File: config.mk
export PLATFORM = sky130hd
export DESIGN_NAME = accumulator_logical_and_unit
export DESIGN_NICKNAME = d
export VERILOG_FILES = /design/src/rtl/and_unit_pkg.sv /design/src/rtl/accumulator_logical_and_unit.sv
export VERILOG_INCLUDE_DIRS = /design/src /design/src/rtl
export SDC_FILE = /design/constraint.sdc
export NUM_CORES = 1
export LEC_CHECK = 0
export ABC_AREA = 1
export BUFFER_PORTS_ARGS = -buffer_cell sky130_fd_sc_hd__buf_2
export CORE_MARGIN = 2
export CORE_UTILIZATION = 55
export CTS_CLUSTER_DIAMETER = 60
export DETAILED_ROUTE_END_ITERATION = 7
export PLACE_DENSITY = 0.84
export SLEW_MARGIN = 20
export SYNTH_ARGS = -nofsm -noshare
export SYNTH_HDL_FRONTEND = slang
export SYNTH_SLANG_ARGS = --single-unit
File: constraint.sdc
create_clock -name clk -period 4 [get_ports clk]
set_clock_uncertainty 0.2 [all_clocks]
set_input_delay 0.4 -clock clk [delete_from_list [all_inputs] [get_ports clk]]
set_output_delay 0.4 -clock clk [all_outputs]
set_load 0.005 [all_outputs]
File: src/rtl/and_unit_map.svh
/*
 Constants for the accumulator logical-AND unit: widths, limits, bit
 positions and reset values. Assumes it is included by the package and
 by the unit itself; the include guard makes repeat inclusion harmless.
*/
// What this block does
// - word AND on accumulator low sixteen bits
// - word AND sets zero flag from result
// - double AND with two words or constant
// - 32-bit AND variants set zero flag
// - 32-bit AND variants copy bit 31 negative
// - AND with run of 1-32 discrete bits
// - run uses start address and bit count
// - stack AND with first stack level
// - stack AND pops, remaining levels move up
// - flags hold until an affecting operation
// - every stack level holds 32 bits
`ifndef AND_UNIT_MAP_SVH
`define AND_UNIT_MAP_SVH

`define AU_WORD_W 16
`define AU_ACC_W 32
`define AU_ADDR_W 16
`define AU_COUNT_W 6
`define AU_SIGN_BIT 31
`define AU_STACK_DEPTH 8
`define AU_RUN_MIN 6'h01
`define AU_RUN_MAX 6'h20
`define AU_ACC_RESET 32'h00000000
`define AU_FLAG_RESET 1'b0
`define AU_HIGH_ZERO 16'h0000

`endif

File: src/rtl/and_unit_pkg.sv
/*
 Types shared by the accumulator logical-AND unit and its bench: the
 operation codes, the command bundle and the sequencer states.
 Assumes and_unit_map.svh is on the include path.
*/
package and_unit_pkg;
    `include "and_unit_map.svh"

    typedef enum logic [2:0]
    {
        OP_AND_WORD,
        OP_AND_DOUBLE,
        OP_AND_RANGE,
        OP_AND_STACK,
        OP_LOAD_PUSH
    } op_t;

    typedef struct packed
    {
        op_t op;
        logic useConst;
        logic [`AU_ADDR_W-1:0] addr;
        logic [`AU_COUNT_W-1:0] bitCount;
        logic [`AU_ACC_W-1:0] konst;
    } cmd_t;

    typedef enum logic [1:0]
    {
        ST_IDLE,
        ST_REQ,
        ST_DATA
    } state_t;
endpackage

File: src/rtl/accumulator_logical_and_unit.sv
/*
 Accumulator logical-AND execution unit: the accumulator, its stack and
 the zero/negative result flags, with read ports toward the word memory
 and the discrete bit memory. Assumes both memories are synchronous to
 clk and return read data in the cycle after the one their enable is high.
*/
`include "and_unit_map.svh"

module accumulator_logical_and_unit
    import and_unit_pkg::*;
(
    // clock and reset
    input wire logic clk,
    input wire logic rst_n,
    // command
    input wire logic cmdValid,
    input wire cmd_t cmd,
    output logic cmdReady,
    output logic opDone,
    // word memory read port
    output logic memRdEn,
    output logic [`AU_ADDR_W-1:0] memAddr,
    input wire logic [`AU_WORD_W-1:0] memRdLo,
    input wire logic [`AU_WORD_W-1:0] memRdHi,
    // discrete bit memory read port
    output logic discRdEn,
    output logic [`AU_ADDR_W-1:0] discAddr,
    input wire logic [`AU_ACC_W-1:0] discRdBits,
    // state
    output logic [`AU_ACC_W-1:0] accValue,
    output logic [`AU_ACC_W-1:0] stackTop,
    output logic zeroResultFlag,
    output logic negativeResultFlag
);

    // mask of the lowest n bits, n held inside 1..32
    function automatic logic [`AU_ACC_W-1:0] runMask(input logic [`AU_COUNT_W-1:0] n);
        logic [`AU_COUNT_W-1:0] nn;
        nn = (n < `AU_RUN_MIN) ? `AU_RUN_MIN : ((n > `AU_RUN_MAX) ? `AU_RUN_MAX : n);
        return 32'hFFFFFFFF >> (`AU_RUN_MAX - nn);
    endfunction

    state_t state_q;
    state_t state_d;
    cmd_t cur_q;
    logic cmdReady_q;
    logic opDone_q;
    logic memRdEn_q;
    logic discRdEn_q;
    logic [`AU_ADDR_W-1:0] memAddr_q;
    logic [`AU_ADDR_W-1:0] discAddr_q;
    logic [`AU_ACC_W-1:0] acc_q;
    logic [`AU_ACC_W-1:0] acc_d;
    logic [`AU_ACC_W-1:0] stack_q [`AU_STACK_DEPTH];
    logic zero_q;
    logic zero_d;
    logic neg_q;
    logic neg_d;
    op_t lastOp_q;

    // decode of the operation being executed this cycle
    wire logic accept = (state_q == ST_IDLE) && cmdValid && cmdReady_q;
    wire logic needsMem = (cmd.op == OP_AND_WORD) || (cmd.op == OP_AND_RANGE)
        || ((cmd.op == OP_AND_DOUBLE) && !cmd.useConst);
    wire logic execNow = (accept && !needsMem) || (state_q == ST_DATA);
    wire cmd_t opCmd = (state_q == ST_DATA) ? cur_q : cmd;
    wire logic isAnd = (opCmd.op != OP_LOAD_PUSH);
    wire logic isWide = isAnd && (opCmd.op != OP_AND_WORD);
    wire logic isPop = (opCmd.op == OP_AND_STACK);
    wire logic isPush = (opCmd.op == OP_LOAD_PUSH);

    // operand selection; the word form uses only the low half
    wire logic [`AU_ACC_W-1:0] wordOperand = {`AU_HIGH_ZERO, memRdLo};
    wire logic [`AU_ACC_W-1:0] doubleOperand = opCmd.useConst ? opCmd.konst : {memRdHi, memRdLo};
    wire logic [`AU_ACC_W-1:0] rangeOperand = discRdBits & runMask(opCmd.bitCount);
    wire logic [`AU_ACC_W-1:0] stackOperand = stack_q[0];
    wire logic [`AU_ACC_W-1:0] operand =
        (opCmd.op == OP_AND_WORD) ? wordOperand :
        (opCmd.op == OP_AND_DOUBLE) ? doubleOperand :
        (opCmd.op == OP_AND_RANGE) ? rangeOperand : stackOperand;
    wire logic [`AU_ACC_W-1:0] andResult = acc_q & operand;

    always_comb
    begin
        state_d = state_q;
        unique case (state_q)
            ST_IDLE: state_d = (accept && needsMem) ? ST_REQ : ST_IDLE;
            ST_REQ: state_d = ST_DATA;
            ST_DATA: state_d = ST_IDLE;
        endcase
    end

    // result and flag next values; a flag an operation does not touch keeps its value
    always_comb
    begin
        acc_d = acc_q;
        zero_d = zero_q;
        neg_d = neg_q;
        if (execNow && isAnd)
        begin
            acc_d = andResult;
            zero_d = (andResult == `AU_ACC_RESET);
            if (isWide)
            begin
                neg_d = andResult[`AU_SIGN_BIT];
            end
        end
        else if (execNow)
        begin
            acc_d = opCmd.konst;
        end
    end

    always_ff @(posedge clk or negedge rst_n)
    begin
        if (!rst_n)
        begin
            state_q <= ST_IDLE;
            cmdReady_q <= 1'b0;
            opDone_q <= 1'b0;
            memRdEn_q <= 1'b0;
            discRdEn_q <= 1'b0;
            memAddr_q <= `AU_HIGH_ZERO;
            discAddr_q <= `AU_HIGH_ZERO;
            cur_q <= '0;
            lastOp_q <= OP_AND_WORD;
        end
        else
        begin
            state_q <= state_d;
            cmdReady_q <= (state_d == ST_IDLE);
            opDone_q <= execNow;
            memRdEn_q <= accept && needsMem && (cmd.op != OP_AND_RANGE);
            discRdEn_q <= accept && (cmd.op == OP_AND_RANGE);
            if (accept)
            begin
                cur_q <= cmd;
                memAddr_q <= cmd.addr;
                discAddr_q <= cmd.addr;
            end
            if (execNow)
            begin
                lastOp_q <= opCmd.op;
            end
        end
    end

    always_ff @(posedge clk or negedge rst_n)
    begin
        if (!rst_n)
        begin
            acc_q <= `AU_ACC_RESET;
            zero_q <= `AU_FLAG_RESET;
            neg_q <= `AU_FLAG_RESET;
        end
        else
        begin
            acc_q <= acc_d;
            zero_q <= zero_d;
            neg_q <= neg_d;
        end
    end

    // pop moves every level up and zero fills the bottom; push moves them down
    always_ff @(posedge clk or negedge rst_n)
    begin
        if (!rst_n)
        begin
            for (int i = 0; i < `AU_STACK_DEPTH; i++)
            begin
                stack_q[i] <= `AU_ACC_RESET;
            end
        end
        else if (execNow && isPop)
        begin
            for (int i = 0; i < `AU_STACK_DEPTH - 1; i++)
            begin
                stack_q[i] <= stack_q[i+1];
            end
            stack_q[`AU_STACK_DEPTH-1] <= `AU_ACC_RESET;
        end
        else if (execNow && isPush)
        begin
            stack_q[0] <= acc_q;
            for (int i = 1; i < `AU_STACK_DEPTH; i++)
            begin
                stack_q[i] <= stack_q[i-1];
            end
        end
    end

    assign cmdReady = cmdReady_q;
    assign opDone = opDone_q;
    assign memRdEn = memRdEn_q;
    assign memAddr = memAddr_q;
    assign discRdEn = discRdEn_q;
    assign discAddr = discAddr_q;
    assign accValue = acc_q;
    assign stackTop = stack_q[0];
    assign zeroResultFlag = zero_q;
    assign negativeResultFlag = neg_q;
endmodule // accumulator_logical_and_unit

## Word-level counts from Yosys, hierarchy flattened

Index checks and enable logic that the tools add are counted.

| storage, ports and cells | value |
|---|---|
| flip-flop bits (word level) | 354 |
| input port bits | 125 |
| output and inout port bits | 102 |
| word-level logic and storage cells | 75 |

| operators by class | value |
|---|---|
| add/sub/neg operators | 1 |
| magnitude comparators | 2 |
| equal/unequal tests | 10 |
| shift operators | 1 |
| muxes and demuxes | 13 |
| bitwise operators | 2 |
| reductions and logical operators | 25 |

Operators by type and width:

| kind | count |
|---|---|
| $mux W256 | 2 |
| $mux W32 | 6 |
| $and A32 B32 Y32 | 2 |
| $mux W58 | 1 |
| $logic_not A32 Y1 | 1 |
| $shr A32 B6 Y32 const A | 1 |
| $mux W6 | 2 |
| $logic_and A1 B1 Y1 | 11 |
| $eq A3 B2 Y1 const B | 3 |
| $eq A3 B1 Y1 const B | 2 |
| $gt A6 B6 Y1 const B | 1 |
| $logic_not A3 Y1 | 2 |
| $lt A6 B1 Y1 const B | 1 |
| $pmux W2 S3 | 1 |
| $sub A6 B6 Y6 const A | 1 |
| $logic_not A2 Y1 | 2 |
| $reduce_bool A2 Y1 | 2 |
| $eq A3 B3 Y1 const B | 1 |
| $logic_or A1 B1 Y1 | 3 |
| $ne A3 B2 Y1 const B | 1 |
| $ne A3 B3 Y1 const B | 1 |
| $reduce_bool A3 Y1 | 1 |
| $eq A2 B1 Y1 const B | 1 |
| $eq A2 B2 Y1 const B | 1 |
| other kinds (3) | 4 |

## Longest topological paths before layout

| depth | value |
|---|---|
| depth after elaboration | 13 |
| mapped depth | 27 |

## Worst setup path before layout

No wires, ideal clock.

| timing | value |
|---|---|
| kind | flip-flop to flip-flop |
| start point | reg state_q[0] |
| end point | reg zero_q (netlist: zeroResultFlag) |
| setup time | 65 ps |
| arrival time | 2826 ps |
| required time | 3735 ps |
| slack | 909 ps |
| stages on the path, launching flop included | 27 |
| path through | dfrtp_1 inv_1 ha_1 inv_2 nand2_1 nand2_1 nor2_2 nand3_1 nand2_1 nand2_2 ha_1 inv_1 ha_1 inv_1 nor2_1 nand3b_1 o21bai_1 nand2_1 nand2_1 nand2_1 nand2_1 nand2_1 inv_1 nand2_1 nor2_1 nand2_1 nand2_1 |

| between the ends | value |
|---|---|
| longest elaborated chain between the ends | 13 |

RTL lines:

| element | line | RTL |
|---|---|---|
| start: declaration | accumulator_logical_and_unit.sv:43 | `state_t state_q;` |
| start signal: assignment | accumulator_logical_and_unit.sv:130 | `state_q <= state_d;` |
| $eq A2 B2 Y1 | accumulator_logical_and_unit.sv:65, accumulator_logical_and_unit.sv:66 |  |
| $mux W58 | accumulator_logical_and_unit.sv:66 | `wire cmd_t opCmd = (state_q == ST_DATA) ? cur_q : cmd;` |
| $gt A6 B6 Y1 (no source line) | n/a |  |
| $mux W6 (2 in series) | accumulator_logical_and_unit.sv:39 | `` nn = (n < `AU_RUN_MIN) ? `AU_RUN_MIN : ((n > `AU_RUN_MAX) ? `AU_RUN_MAX : n); `` |
| $sub A6 B6 Y6 (no source line) | n/a |  |
| $shr A32 B6 Y32 | accumulator_logical_and_unit.sv:40 | `` return 32'hFFFFFFFF >> (`AU_RUN_MAX - nn); `` |
| $and A32 B32 Y32 | accumulator_logical_and_unit.sv:75 | `` wire logic [`AU_ACC_W-1:0] rangeOperand = discRdBits & runMask(opCmd.bitCount); `` |
| $mux W32 | accumulator_logical_and_unit.sv:80 | `(opCmd.op == OP_AND_RANGE) ? rangeOperand : stackOperand;` |
| $mux W32 | accumulator_logical_and_unit.sv:79 | `(opCmd.op == OP_AND_DOUBLE) ? doubleOperand :` |
| $mux W32 | accumulator_logical_and_unit.sv:78 | `(opCmd.op == OP_AND_WORD) ? wordOperand :` |
| $and A32 B32 Y32 | accumulator_logical_and_unit.sv:81 | `` wire logic [`AU_ACC_W-1:0] andResult = acc_q & operand; `` |
| $logic_not A32 Y1 (no source line) | n/a |  |
| end signal: assignment | accumulator_logical_and_unit.sv:153 | `` zero_q <= `AU_FLAG_RESET; `` |
| end signal: assignment | accumulator_logical_and_unit.sv:159 | `zero_q <= zero_d;` |
| end: declaration | accumulator_logical_and_unit.sv:55 | `logic zero_q;` |

Several ways; a longest one is shown, not always the timed one.
A chain may end at the register's enable or synchronous reset.

## Worst setup path after layout

Ends and elaborated chain as after synthesis.

==> summary.md <==
| Metric | Value |
|---|---|
| Worst min path class | `in2reg` |
| Clock tree root buffer cell | `clkbuf_16` |
| Synth Instances | `around 2100` |
| 1st-pass router iterations | `7` |
| VDD IR max | `467 uV` |
| Starting Density | `56.1%` |
| # IOs | `227` |
| Top cell type's share of synthesized area | `49.9%` |
| WL final | `51600 um` |
| Vias | `15813` |
| Max-slew violation count | `0` |
| Final ANT Viol Nets | `0` |
| R2R cell count | `26` |
| Top_reg_cell synth | `dfrtp_1` |
| Area growth syn-to-layout | `15.5%` |
| Max Clk Rate | `0.275 GHz` |
| CP Class | `reg2reg` |
| Most common library cells after synthesis | `nand2_1, dfrtp_1, inv_1, o221ai_1, nor2_1` |
| Initial antenna violation count | `1` |
| Number of flops mapped to enable cells by yosys | `0` |
| Grt ovf | `0` |
| CTS tree | `built` |
| Die span in y | `184 um` |
| Hold Startpoint | `cmd[54]` |
| Mapped Avg Cell Area | `8.48 um2` |
| PwrDens | `between 600 and 700 nW/um2` |
| # setup viols final | `0` |
| DRT iter0 DRCs | `approximately 2100` |
| Hold EP | `cur_q[54]` |
| Flops & latches, synth | `approximately 350` |
| R2R Setup Slk | `0.36 ns` |
| Post-Synth Adder-Cell Area | `0.564%` |
| Die area | `33700 um2` |
| Gr usage total | `between 30% and 40%` |
| Slew HR | `28.0%` |
| Hold_ws | `0.0731 ns` |
| Worst setup margin | `0.359 ns` |
| Syn Nets | `2227` |
| Crit. End Element | `flip-flop` |
| # nets final | `2385` |
| Post-synth top area cell | `dfrtp_1` |
| Port-buffer cells | `226` |
| Crit path max fanout | `16` |
| Hold Fails Final Rpt | `0` |
| Setup Slack @ Placement | `0.342 ns` |
| Unrepaired setup endpoints after global routing | `no` |
| CP Data Required Time | `4.27 ns` |
| DRC | `0` |
| Floorplan row count | `65` |
| Startpoint Class | `flip-flop` |
| Filler Cell Count | `roughly 2400` |
| Synth Area in Compound Gates | `17.5%` |
| DP HPWL | `~34000 um` |
| Main area contributors after synthesis | `dfrtp_1, nand2_1, o221ai_1` |
| Via density | `5.89` |
| Worst slew pin tran | `around 1.1 ns` |
| Area of the mapped netlist | `17800 um2` |
| Multi-input gate area | `6520 um2` |
| Arr. time, crit path | `roughly 3.9 ns` |
| Register Area | `between 8000 and 9000 um2` |
| CTS buffer count | `39` |
| CTS HTree Levels | `2` |
| Setup TNS | `0 ns` |
| Die Width | `184 um` |
| Hold Path Depth | `3` |
| R2R Path End | `zeroResultFlag` |
| Clk buf depth | `3` |
| Pin count of the biggest net entering global routing | `234` |
| Core box area | `31600 um2` |
| Synth unique cells | `36` |
| Status | `complete, no violations` |
| Reg clk slew, reported paths | `~0.060 ns` |
| Gpl congestion | `a little under 1` |
| Yosys warning count | `0` |
| Post-synthesis simple-gate area fraction | `between 10% and 20%` |
| Global-route wire length before repair | `roughly 80000 um` |
| Count leader, synth | `nand2_1` |
| Async set or reset register ratio after synthesis | `100%` |
| Clk_lat worst skew | `approximately 0.53 ns` |
| Share of layout cells above drive strength 1 | `approximately 16%` |
| Number of global-route vias before repair | `15051` |
| Leak | `between 9 and 10 nW` |
| Reg2reg start | `state_q[0]` |
| Mux contribution to synthesized area | `0.888%` |
| Max cap viols | `0` |
| Xor and xnor area share after synthesis | `0%` |
| Largest family of logic cells by synthesized area | `simple AND/OR/NAND/NOR gates` |
| Final min period | `between 3 and 4 ns` |
| WL/cell | `slightly below 20 um` |
| TritonCTS Sinks | `354` |
| Register area share after synthesis | `49.9%` |
| Crit share post-route | `roughly nine tenths` |
| Final core utilization | `64.8%` |
==> cell type report <==
type	count	share of cell area, %
inverters	339	6.23
diodes	1	0.0122
well taps	402	2.45
multi-input cells	1202	31.8
clock inverters	13	0.738
flip-flops and latches	354	43.2
clock buffers	57	5.53
repair buffers	316	10.1
==> stage by stage <==
| step | instances | instance area (um2) | total power, mW |
|---|---|---|---|
| after floorplan | 2094 | 17800 | 8.34 |
| after global placement | 2554 | 18600 | 9.25 |
| after detailed placement | 2554 | 18600 | 9.47 |
| after CTS | 2683 | 20500 | 13.2 |
| after global routing | 2683 | 20500 | 14.0 |
| final | 2684 | 20500 | 13.2 |
==> cells in the final DEF, fill, tap and decap left out, drive strengths merged <==
cell           n
clkinvlp       1
o2111ai        1
nand3b         3
o21ai         96
o211ai        21
inv          342
nor2         109
mux2          14
buf          257
nand2        561
bufinv         2
nand3         62
nor3          13
or2            3
nand4         13
o221ai       235
o22ai         32
clkinv         7
diode          1
o21bai         1
a211oi        11
o311ai         1
clkbuf        57
o21a           1
ha             8
dfrtp        354
dlygate4sd3   59
a21oi         17
==> repair_timing <==
| action | 4_1_cts | 5_1_grt |
|---|---|---|
| setup endpoints to repair | 0 | 1 |
| hold buffers | 59 | 0 |
| hold endpoints to repair | 169 | 0 |
| buffers inserted | 0 | 0 |
| gates resized for setup | 0 | 2 |
==> flip-flops by register name (all words and copies together) (netlist names), 2 cells and up <==
name / cells
state_q: 2
cur_q: 42
accValue: 32
discAddr: 16
stackTop: 32
stack_q: 224
==> critical path, cell delays in order (launching register included) <==
cell	delay [ns]
dfrtp_1	0.40
inv_1	0.13
ha_4	0.21
inv_2	0.12
nand2_1	0.09
nand2_1	0.08
nor2_1	0.17
nand3_1	0.10
nand2_1	0.08
nand2_2	0.10
ha_1	0.26
inv_1	0.07
ha_1	0.29
inv_1	0.13
nor2_1	0.08
nand3b_1	0.17
o21bai_1	0.25
nand2_1	0.08
nand2_1	0.06
nand2_1	0.04
nand2_1	0.08
nand2_1	0.06
inv_1	0.05
nand2_1	0.04
nor2_1	0.09
nand2_1	0.06
nand2_1	0.05
==> where the power goes <==
group          leakage [nW]  switching [mW]  internal [mW]
Clock                 0.628            1.48           2.12
Combinational          4.46            2.42           1.48
Sequential             4.70           0.838           4.89
==> worst max path at each step <==
stage | start | endpoint | cells past startpoint
finish | state_q[0] | zeroResultFlag | 26
global route | state_q[0] | zeroResultFlag | 26
CTS | state_q[0] | zeroResultFlag | 22
detailed placement | state_q[0] | zeroResultFlag | 22
global placement | state_q[0] | zeroResultFlag | 22
floorplan | state_q[0] | zeroResultFlag | 26
==> kinds of logic after synthesis <==
group	after synthesis
and+or+nand+nor	764
buffers and inverters	538
AOI/OAI and AO/OA	416
adders and majority gates	8
DFF	354
muxes	14
==> metal layers <==
layer | vias to the layer above | track usage, % | wire, um
met1 | 7602 | 42.9 | 21400
met5 | - | 0 | 0
met4 | 0 | 14.1 | 2650
met2 | 831 | 47.2 | 23400
met3 | 151 | 4.99 | 4110
li1 | 7229 | - | -
Note: power is estimated with default switching activity, not from simulation.
